==> config.mk <==
export PLATFORM = sky130hd
export DESIGN_NAME = spmc_top
export DESIGN_NICKNAME = d
export VERILOG_FILES = /design/src/design/spmc_pkg.sv /design/src/design/spmc_sync.sv /design/src/design/spmc_stab_timer.sv /design/src/design/spmc_top.sv
export SDC_FILE = /design/constraint.sdc
export NUM_CORES = 1
export LEC_CHECK = 0
export BUFFER_PORTS_ARGS = -buffer_cell sky130_fd_sc_hd__buf_2
export CAP_MARGIN = 20
export CORE_MARGIN = 4
export CORE_UTILIZATION = 51
export CTS_BUF_LIST = sky130_fd_sc_hd__clkbuf_16
export DETAILED_ROUTE_END_ITERATION = 16
export PLACE_DENSITY = 0.85
export SYNTH_ARGS = -nofsm -noshare
export SYNTH_HDL_FRONTEND = slang
export SYNTH_SLANG_ARGS = --single-unit
==> constraint.sdc <==
create_clock -name mclk -period 8.6 [get_ports mclk]
set_clock_uncertainty 0.15 [all_clocks]
set_input_delay 0.86 -clock mclk [delete_from_list [all_inputs] [get_ports mclk]]
set_output_delay 0.86 -clock mclk [all_outputs]
set_load 0.005 [all_outputs]
==> src/design/spmc_pkg.sv <==
// Shared constants, register map and carrier types of the standby sequencer.
package spmc_pkg;

   ////////////////////////////////////////////////////////////////////////////
   localparam int MCLK_PERIOD_NS = 50;
   localparam int OSC_STABLE_MS = 8;
   localparam int OSC_STABLE_CYC = OSC_STABLE_MS * 1000000 / MCLK_PERIOD_NS;
   localparam int STAB_BASE_STATES = 8192;
   localparam int STAB_SHORT_STATES = 16;
   localparam int STAB_CNT_W = 19;
   localparam logic [2:0] STS_RESERVED = 3'h6;
   localparam logic [2:0] STS_SHORT = 3'h7;
   localparam logic [2:0] STS_LONGEST = 3'h5;

   ////////////////////////////////////////////////////////////////////////////
   localparam int ADDR_W = 8;
   localparam logic [7:0] ADDR_SYS_CTRL = 8'h00;
   localparam logic [7:0] ADDR_SBY_CTRL = 8'h04;
   localparam logic [7:0] ADDR_CLK_CTRL = 8'h08;
   localparam logic [7:0] ADDR_CLK_DIR = 8'h0C;
   localparam logic [7:0] ADDR_STATUS = 8'h10;

   localparam int SYS_MEM_EN_BIT = 0;
   localparam int SYS_NMI_EDGE_BIT = 3;
   localparam int SBY_STS_LSB = 0;
   localparam int SBY_HOLD_BIT = 6;
   localparam int SBY_SELECT_BIT = 7;
   localparam int CLK_HALT_BIT = 7;
   localparam int DIR_CLK_BIT = 0;
   localparam int STAT_MODE_LSB = 0;
   localparam int STAT_BOOT_LSB = 4;

   localparam logic MEM_EN_RST = 1'h1;
   localparam logic NMI_EDGE_RST = 1'h0;
   localparam logic SBY_SELECT_RST = 1'h0;
   localparam logic BUS_HOLD_RST = 1'h0;
   localparam logic [2:0] STS_RST = 3'h0;
   localparam logic CLK_HALT_RST = 1'h0;
   localparam logic CLK_DIR_RST = 1'h1;

   ////////////////////////////////////////////////////////////////////////////
   typedef enum logic [2:0] {
      MODE_RESET = 3'b000,
      MODE_RUN = 3'b001,
      MODE_SLEEP = 3'b010,
      MODE_SW_STANDBY = 3'b011,
      MODE_OSC_WAIT = 3'b100,
      MODE_HW_STANDBY = 3'b101
   } spmc_mode_t;

   typedef struct packed {
      logic hsel;
      logic [31:0] haddr;
      logic [1:0] htrans;
      logic hwrite;
      logic [2:0] hsize;
   } spmc_ahb_req_t;

   typedef struct packed {
      logic nmi_edge_select;
      logic onchip_memory_enable;
      logic standby_select;
      logic bus_output_hold;
      logic [2:0] stab_select;
      logic clock_pin_halt;
      logic clock_pin_dir;
   } spmc_cfg_t;

   localparam spmc_cfg_t CFG_RST = '{NMI_EDGE_RST, MEM_EN_RST,
      SBY_SELECT_RST, BUS_HOLD_RST, STS_RST, CLK_HALT_RST, CLK_DIR_RST};

   typedef struct packed {
      logic cpu_reset;
      logic cpu_clk_en;
      logic periph_clk_en;
      logic osc_en;
      logic mem_hold;
   } spmc_core_ctl_t;

   localparam spmc_core_ctl_t CORE_CTL_RST = 5'h13;

endpackage

==> src/design/spmc_sync.sv <==
// Two-flop synchroniser for a group of asynchronous pin levels.
`timescale 1ns/100ps
`default_nettype none
module spmc_sync #(
   parameter int W = 2,
   parameter logic [W-1:0] RST_VAL = '1
) (
   input wire logic mclk,
   input wire logic rst,
   input wire logic [W-1:0] din,
   output logic [W-1:0] dout
);
   logic [W-1:0] stage1;

   for (genvar i = 0; i < W; i++) begin : g_bit
      always_ff @(posedge mclk or posedge rst) begin
         if (rst) begin
            stage1[i] <= RST_VAL[i];
            dout[i] <= RST_VAL[i];
         end else begin
            stage1[i] <= din[i];
            dout[i] <= stage1[i];
         end
      end
   end
endmodule
`default_nettype wire

==> src/design/spmc_stab_timer.sv <==
// Oscillation stabilisation wait counter with selectable length.
`timescale 1ns/100ps
`default_nettype none
module spmc_stab_timer
   import spmc_pkg::*;
#(
   parameter int BASE = STAB_BASE_STATES,
   parameter int SHORT = STAB_SHORT_STATES,
   parameter int W = STAB_CNT_W
) (
   input wire logic mclk,
   input wire logic rst,
   input wire logic start,
   input wire logic [2:0] sel,
   output logic done
);
   logic [W-1:0] cnt;
   logic [W-1:0] next_cnt;
   logic next_done;
   logic [W-1:0] load;

   always_comb begin
      if (sel == STS_SHORT) begin
         load = W'(SHORT);
      end else if (sel == STS_RESERVED) begin
         load = W'(BASE << STS_LONGEST);
      end else begin
         load = W'(BASE << sel);
      end
      next_cnt = cnt;
      next_done = 1'b0;
      if (start) begin
         next_cnt = load;
      end else if (cnt != '0) begin
         next_cnt = cnt - W'(1);
         next_done = (cnt == W'(1));
      end
   end

   always_ff @(posedge mclk or posedge rst) begin
      if (rst) begin
         cnt <= '0;
         done <= 1'b0;
      end else begin
         cnt <= next_cnt;
         done <= next_done;
      end
   end
endmodule
`default_nettype wire

==> src/design/spmc_top.sv <==
// Standby and power-mode sequencer with its AHB-Lite register slave.
`timescale 1ns/100ps
`default_nettype none
module spmc_top #(
   parameter int GPIO_W = 16,
   parameter int BUS_W = 24,
   parameter int STAB_BASE = spmc_pkg::STAB_BASE_STATES,
   parameter int STAB_SHORT = spmc_pkg::STAB_SHORT_STATES
) (
   input wire logic mclk,
   input wire logic rst,
   input wire spmc_pkg::spmc_ahb_req_t ahb_req,
   input wire logic hready,
   input wire logic [31:0] hwdata,
   output logic hreadyout,
   output logic hresp,
   output logic [31:0] hrdata,
   input wire logic sleep_exec,
   input wire logic bus_cycle_end,
   input wire logic nmi_pin,
   input wire logic irq_wake,
   input wire logic hw_standby_pin_n,
   input wire logic chip_clear_pin_n,
   input wire logic [2:0] boot_select_pins,
   input wire logic [GPIO_W-1:0] gpio_out_live,
   input wire logic [GPIO_W-1:0] gpio_oe_live,
   input wire logic [BUS_W-1:0] bus_out_live,
   output logic [GPIO_W-1:0] gpio_pin_out,
   output logic [GPIO_W-1:0] gpio_pin_oe,
   output logic [BUS_W-1:0] bus_pin_out,
   output logic bus_pin_oe,
   output logic sysclk_pin_out,
   output logic sysclk_pin_oe,
   output spmc_pkg::spmc_core_ctl_t core_ctl,
   output logic nmi_request,
   output logic reset_exception,
   output logic wake_exception,
   output logic onchip_memory_enable
);
   import spmc_pkg::*;

   ////////////////////////////////////////////////////////////////////////////
   // Pin synchronisers and NMI edge detection.
   logic [1:0] pins_sync;
   logic hw_standby_pin_n_s;
   logic clr_n_s;
   logic nmi_prev;
   logic nmi_event;

   spmc_sync #(
      .W(2),
      .RST_VAL(2'h3)
   ) u_pin_sync (
      .mclk(mclk),
      .rst(rst),
      .din({hw_standby_pin_n, chip_clear_pin_n}),
      .dout(pins_sync)
   );

   assign hw_standby_pin_n_s = pins_sync[1];
   assign clr_n_s = pins_sync[0];

   spmc_cfg_t cfg;
   spmc_cfg_t next_cfg;

   always_ff @(posedge mclk or posedge rst) begin
      if (rst) begin
         nmi_prev <= 1'b0;
      end else begin
         nmi_prev <= nmi_pin;
      end
   end

   always_comb begin
      if (cfg.nmi_edge_select) begin
         nmi_event = nmi_pin & ~nmi_prev;
      end else begin
         nmi_event = ~nmi_pin & nmi_prev;
      end
   end

   ////////////////////////////////////////////////////////////////////////////
   // Mode state machine.
   spmc_mode_t mode;
   spmc_mode_t next_mode;
   spmc_core_ctl_t next_core_ctl;
   logic next_nmi_request;
   logic next_reset_exception;
   logic next_wake_exception;
   logic timer_start;
   logic timer_done;
   logic func_clear;
   logic in_sw_standby;

   assign func_clear = (mode == MODE_RESET) || (mode == MODE_HW_STANDBY);
   assign in_sw_standby = (mode == MODE_SW_STANDBY) || (mode == MODE_OSC_WAIT);

   spmc_stab_timer #(
      .BASE(STAB_BASE),
      .SHORT(STAB_SHORT),
      .W(STAB_CNT_W)
   ) u_stab_timer (
      .mclk(mclk),
      .rst(rst),
      .start(timer_start),
      .sel(cfg.stab_select),
      .done(timer_done)
   );

   always_comb begin
      next_mode = mode;
      next_nmi_request = 1'b0;
      next_reset_exception = 1'b0;
      next_wake_exception = 1'b0;
      timer_start = 1'b0;
      if (!hw_standby_pin_n_s) begin
         next_mode = MODE_HW_STANDBY;
      end else if (mode == MODE_HW_STANDBY) begin
         next_mode = MODE_RESET;
      end else if (!clr_n_s) begin
         next_mode = MODE_RESET;
      end else begin
         case (mode)
            MODE_RESET: begin
               next_mode = MODE_RUN;
               next_reset_exception = 1'b1;
            end
            MODE_RUN: begin
               next_nmi_request = nmi_event;
               if (sleep_exec) begin
                  if (cfg.standby_select) begin
                     next_mode = MODE_SW_STANDBY;
                  end else begin
                     next_mode = MODE_SLEEP;
                  end
               end
            end
            MODE_SLEEP: begin
               next_nmi_request = nmi_event;
               if (nmi_event || irq_wake) begin
                  next_mode = MODE_RUN;
               end
            end
            MODE_SW_STANDBY: begin
               if (nmi_event || irq_wake) begin
                  next_mode = MODE_OSC_WAIT;
                  timer_start = 1'b1;
               end
            end
            MODE_OSC_WAIT: begin
               if (timer_done) begin
                  next_mode = MODE_RUN;
                  next_wake_exception = 1'b1;
               end
            end
            default: begin
               next_mode = MODE_RESET;
            end
         endcase
      end
      next_core_ctl.cpu_reset = (next_mode == MODE_RESET) ||
         (next_mode == MODE_HW_STANDBY);
      next_core_ctl.cpu_clk_en = (next_mode == MODE_RUN);
      next_core_ctl.periph_clk_en = (next_mode == MODE_RUN) ||
         (next_mode == MODE_SLEEP);
      next_core_ctl.osc_en = (next_mode != MODE_SW_STANDBY) &&
         (next_mode != MODE_HW_STANDBY);
      next_core_ctl.mem_hold = (next_mode == MODE_HW_STANDBY);
   end

   always_ff @(posedge mclk or posedge rst) begin
      if (rst) begin
         mode <= MODE_RESET;
         core_ctl <= CORE_CTL_RST;
         nmi_request <= 1'b0;
         reset_exception <= 1'b0;
         wake_exception <= 1'b0;
      end else begin
         mode <= next_mode;
         core_ctl <= next_core_ctl;
         nmi_request <= next_nmi_request;
         reset_exception <= next_reset_exception;
         wake_exception <= next_wake_exception;
      end
   end

   ////////////////////////////////////////////////////////////////////////////
   // AHB-Lite slave and control registers.
   logic dp_write;
   logic [ADDR_W-1:0] dp_addr;
   logic next_dp_write;
   logic [ADDR_W-1:0] next_dp_addr;
   logic [31:0] next_hrdata;
   logic [2:0] boot_latched;
   logic [2:0] next_boot_latched;
   logic [31:0] rd_word;
   logic accept;

   assign hreadyout = 1'b1;
   assign hresp = 1'b0;
   assign onchip_memory_enable = cfg.onchip_memory_enable;
   assign accept = ahb_req.hsel && ahb_req.htrans[1] && hready;

   always_comb begin
      rd_word = 32'h0;
      case (ahb_req.haddr[ADDR_W-1:0])
         ADDR_SYS_CTRL: begin
            rd_word[SYS_MEM_EN_BIT] = cfg.onchip_memory_enable;
            rd_word[SYS_NMI_EDGE_BIT] = cfg.nmi_edge_select;
         end
         ADDR_SBY_CTRL: begin
            rd_word[SBY_STS_LSB +: 3] = cfg.stab_select;
            rd_word[SBY_HOLD_BIT] = cfg.bus_output_hold;
            rd_word[SBY_SELECT_BIT] = cfg.standby_select;
         end
         ADDR_CLK_CTRL: begin
            rd_word[CLK_HALT_BIT] = cfg.clock_pin_halt;
         end
         ADDR_CLK_DIR: begin
            rd_word[DIR_CLK_BIT] = cfg.clock_pin_dir;
         end
         ADDR_STATUS: begin
            rd_word[STAT_MODE_LSB +: 3] = mode;
            rd_word[STAT_BOOT_LSB +: 3] = boot_latched;
         end
         default: begin
            rd_word = 32'h0;
         end
      endcase
   end

   always_comb begin
      next_dp_write = accept && ahb_req.hwrite;
      next_dp_addr = accept ? ahb_req.haddr[ADDR_W-1:0] : dp_addr;
      next_hrdata = (accept && !ahb_req.hwrite) ? rd_word : hrdata;
      next_boot_latched = (mode == MODE_RESET) ? boot_select_pins :
         boot_latched;
      next_cfg = cfg;
      if (func_clear) begin
         next_cfg = CFG_RST;
      end else if (dp_write) begin
         case (dp_addr)
            ADDR_SYS_CTRL: begin
               next_cfg.onchip_memory_enable = hwdata[SYS_MEM_EN_BIT];
               next_cfg.nmi_edge_select = hwdata[SYS_NMI_EDGE_BIT];
            end
            ADDR_SBY_CTRL: begin
               next_cfg.stab_select = hwdata[SBY_STS_LSB +: 3];
               next_cfg.bus_output_hold = hwdata[SBY_HOLD_BIT];
               next_cfg.standby_select = hwdata[SBY_SELECT_BIT];
            end
            ADDR_CLK_CTRL: begin
               next_cfg.clock_pin_halt = hwdata[CLK_HALT_BIT];
            end
            ADDR_CLK_DIR: begin
               next_cfg.clock_pin_dir = hwdata[DIR_CLK_BIT];
            end
            default: begin
               next_cfg = cfg;
            end
         endcase
      end
   end

   always_ff @(posedge mclk or posedge rst) begin
      if (rst) begin
         dp_write <= 1'b0;
         dp_addr <= '0;
         hrdata <= 32'h0;
         boot_latched <= 3'h0;
         cfg <= CFG_RST;
      end else begin
         dp_write <= next_dp_write;
         dp_addr <= next_dp_addr;
         hrdata <= next_hrdata;
         boot_latched <= next_boot_latched;
         cfg <= next_cfg;
      end
   end

   ////////////////////////////////////////////////////////////////////////////
   // Port, bus and clock pin drivers.
   logic [GPIO_W-1:0] next_gpio_pin_out;
   logic [GPIO_W-1:0] next_gpio_pin_oe;
   logic [BUS_W-1:0] next_bus_pin_out;
   logic next_bus_pin_oe;
   logic sysclk_halted;
   logic next_sysclk_halted;
   logic sysclk_high;
   logic next_sysclk_high;
   logic next_sysclk_pin_oe;

   always_comb begin
      next_gpio_pin_out = gpio_out_live;
      next_gpio_pin_oe = gpio_oe_live;
      next_bus_pin_out = bus_out_live;
      next_bus_pin_oe = 1'b1;
      if (cfg.clock_pin_halt) begin
         next_sysclk_halted = sysclk_halted | bus_cycle_end;
      end else begin
         next_sysclk_halted = 1'b0;
      end
      next_sysclk_high = next_sysclk_halted;
      next_sysclk_pin_oe = cfg.clock_pin_dir;
      if (mode == MODE_HW_STANDBY) begin
         next_gpio_pin_oe = '0;
         next_bus_pin_oe = 1'b0;
         next_sysclk_pin_oe = 1'b0;
      end else if (in_sw_standby) begin
         next_gpio_pin_out = gpio_pin_out;
         next_gpio_pin_oe = gpio_pin_oe;
         next_bus_pin_out = bus_pin_out;
         next_bus_pin_oe = cfg.bus_output_hold & bus_pin_oe;
         next_sysclk_high = 1'b1;
      end
   end

   always_ff @(posedge mclk or posedge rst) begin
      if (rst) begin
         gpio_pin_out <= '0;
         gpio_pin_oe <= '0;
         bus_pin_out <= '0;
         bus_pin_oe <= 1'b0;
         sysclk_halted <= 1'b0;
         sysclk_high <= 1'b0;
         sysclk_pin_oe <= 1'b0;
      end else begin
         gpio_pin_out <= next_gpio_pin_out;
         gpio_pin_oe <= next_gpio_pin_oe;
         bus_pin_out <= next_bus_pin_out;
         bus_pin_oe <= next_bus_pin_oe;
         sysclk_halted <= next_sysclk_halted;
         sysclk_high <= next_sysclk_high;
         sysclk_pin_oe <= next_sysclk_pin_oe;
      end
   end

   // The pin shows the system clock until sysclk_high forces it high, on a clock halt or in software standby.
   assign sysclk_pin_out = mclk | sysclk_high;
endmodule
`default_nettype wire

==> out/metrics.yaml <==
status: "completed"
crit_path_end_kind: "output pin"
fin_setup_tns_ns: 0
worst_slew_margin_rel_pct: 30.1
netlist_area_mm2: 0.00557
synth_cell_type_count: 54
drc: 0
clkSlewWorstSetupHoldPaths_ns: 0.06
timing.rr.end: "u_stab_timer.cnt[1]$_DFFE_PP0P_"
grt_max_degree: 86
final_util_pct: 67.1
drt-total-wl_mm: 13.2
postLayoutCellArea_mm2: 0.00702
hold_violations: 0
critPathMaxFanout: 2
synth_xor_area_share_pct: 2.36
maxCapViolCount: 0
cp-start-kind: "clock port"
areaGrowthSynthToFinish_pct: 26.1
dp_hpwl_mm: 9.32
grt_overflow: 0
port_buffers: 160
rows: 37
vias: 4623
start_util_pct: 53.2
num_io_pins: 241
synth_top_family_by_area: "simple AND/OR/NAND/NOR gates"
ff2ff_path_depth: 6
yosys.area_share.simple_pct: 24.7
gp_congestion: 0.808
ctsResizeCount: 0
dieArea_mm2: 0.0127
first_pass_iters: 6
reg2reg_from: "u_stab_timer.cnt[0]$_DFFE_PP0P_"
rsz0062_at_grt: "no"
wire_per_inst_um: 14.9
hold_buffers: 0
grt_pass1_vias: 4558
ys_ff_latch: 125
power_density_mw_per_mm2: 245
cp.arrival_ns: 4.95
die_h_um: 113
synth-compound-area-share_pct: 5.66
insertion_delay_ns: 0.52
synthAdderAreaFrac_pct: 0.449
setup_viol: 0
synth_ff_type: "dfrtp_1"
critPathKind: "clock port to output pin"
grt_pass1_wl_mm: 21.6
hold_slack_ns: 0.216
static-leakage-power_nw: 3.60
layout_common_cells: "178 x nand2_1, 160 x buf_2, 116 x dfrtp_1, 40 x nor2_1, 26 x conb_1"
num_antenna_cells: 0
cp_data_required_time_ns: 7.59
syn_inst: 581
avgViaCountPerCell: 5.21
final-max-slew-violation-count: 0
grt_usage_pct: 21.3
yosysSeqAreaShare_pct: 56.4
antenna_found_initial: 0
worst_pin_slew_ns: 1.05
synthMuxAreaShare_pct: 4.36
ff2ff_setup_slack_ns: 6.19
cts_tree: "done"
synth-edff-count: 0
yosysWarnings: 0
die_w_um: 113
peakVddDrop_v: 0.000152
avgSynthCellArea_um2: 9.59
post_cts_buffers: 0
core_area_mm2: 0.0105
final_common_cell: "nand2_1"
hp-class: "input pin to asynchronous set/reset pin"
final_nets: 879
async_flop_share_pct: 100
layout-drive-gt1-share_pct: 30.2
place_area_mm2: 0.00635
drt_first_iter_violations: 248
antenna_left: 0
[final cells by class]
| cell class | instances | area (um2) |
|---|---|---|
| well taps | 136 | 170 |
| clock buffers | 21 | 505 |
| flip-flops and latches | 125 | 3140 |
| clock inverters | 15 | 146 |
| inverters | 8 | 32.5 |
| multi-input cells | 420 | 2190 |
| repair buffers | 162 | 838 |
| fillers | 815 | 3440 |
[power by group]
| part | internal (W) | total [W] | leakage [nW] | switching [W] |
|---|---|---|---|---|
| clock | 0.000488 | 0.000761 | 0.309 | 0.000273 |
| sequential | 0.000665 | 0.000732 | 1.53 | 0.0000672 |
| combinational | 0.000102 | 0.000228 | 1.76 | 0.000126 |
| total | 0.00125 | 0.00172 | 3.60 | 0.000466 |
[worst max-delay path by stage]
stage / from / endpoint / slack (ns) / cells past startpoint
after global routing: mclk / sysclk_pin_out / 2.62 / 4
after detailed placement: mclk / sysclk_pin_out / 2.92 / 2
final: mclk / sysclk_pin_out / 2.64 / 4
after CTS: mclk / sysclk_pin_out / 2.64 / 4
after global placement: mclk / sysclk_pin_out / 2.92 / 2
after floorplan: mclk / sysclk_pin_out / 3.02 / 1
[critical path, cell delays in order]
cell,delay (ns)
clkbuf_16,0.12
clkbuf_16,0.13
or2_2,0.27
buf_2,0.13
[registers in the layout (all words and copies together) (netlist names), 2 cells and up]
| signal | count |
|---|---|
| boot_latched | 3 |
| bus_pin_out | 24 |
| cfg | 8 |
| core_ctl | 5 |
| dp_addr | 8 |
| gpio_pin_oe | 16 |
| gpio_pin_out | 16 |
| hrdata | 8 |
| mode | 3 |
| u_pin_sync.dout | 2 |
| u_pin_sync.stage1 | 2 |
| u_stab_timer.cnt | 19 |
[kinds of logic (layout without fill, tap and decap cells)]
| kind of cell | after synthesis | in the layout |
|---|---|---|
| simple gates | 304 | 304 |
| flops | 125 | 125 |
| buf+inv | 60 | 206 |
| compound gates | 50 | 50 |
| mux | 23 | 23 |
| xor+xnor | 15 | 15 |
| fa+ha+maj | 2 | 2 |
| other cells | 2 | 26 |
[synthesized netlist by cell type (2+ instances only)]
library cell | n | area (um2)
a211oi_1 | 2 | 15.0
a21oi_1 | 11 | 55.1
a22oi_1 | 3 | 22.5
a31oi_1 | 4 | 25.0
and2_1 | 2 | 12.5
buf_2 | 3 | 15.0
buf_4 | 26 | 195
clkbuf_1 | 22 | 82.6
conb_1 | 2 | 7.51
dfrtp_1 | 116 | 2900
dfstp_2 | 9 | 236
ha_1 | 2 | 25.0
inv_1 | 8 | 30.0
mux2_2 | 10 | 113
mux2i_1 | 13 | 130
nand2_1 | 179 | 672
nand2b_1 | 3 | 18.8
nand3_1 | 25 | 125
nand3b_1 | 6 | 45.0
nand4_1 | 2 | 12.5
nor2_1 | 40 | 150
nor2b_1 | 2 | 12.5
nor3_1 | 12 | 60.1
nor3b_1 | 3 | 22.5
nor3b_2 | 2 | 25.0
nor4_1 | 6 | 37.5
nor4_2 | 2 | 25.0
o21ai_0 | 14 | 70.1
o21ai_1 | 2 | 10.0
o31ai_1 | 3 | 22.5
or3_1 | 9 | 56.3
or4_1 | 3 | 22.5
xnor2_1 | 6 | 52.6
xor2_1 | 9 | 78.8
[metrics by stage]
| step | std cells | worst slack (ns) | total power [W] |
|---|---|---|---|
| final | 887 | 2.64 | 0.00172 |
| after global routing | 887 | 2.62 | 0.00180 |
| after CTS | 886 | 2.64 | 0.00173 |
| after detailed placement | 851 | 2.92 | 0.000974 |
| after global placement | 851 | 2.92 | 0.000957 |
| after floorplan | 605 | 3.02 | 0.000886 |
[per-layer routing]
| metal | vias up | part of all wire [%] | GRT usage, % | routed length, um |
|---|---|---|---|---|
| met4 | 0 | 3.3 | 11.5 | 430 |
| met5 | - | 0 | 0 | 0 |
| met1 | 2188 | 40 | 25.3 | 5290 |
| met2 | 191 | 50 | 34.9 | 6590 |
| met3 | 44 | 7.0 | 6.15 | 923 |
| li1 | 2200 | - | - | - |
Power figures use the tool's default switching activity.
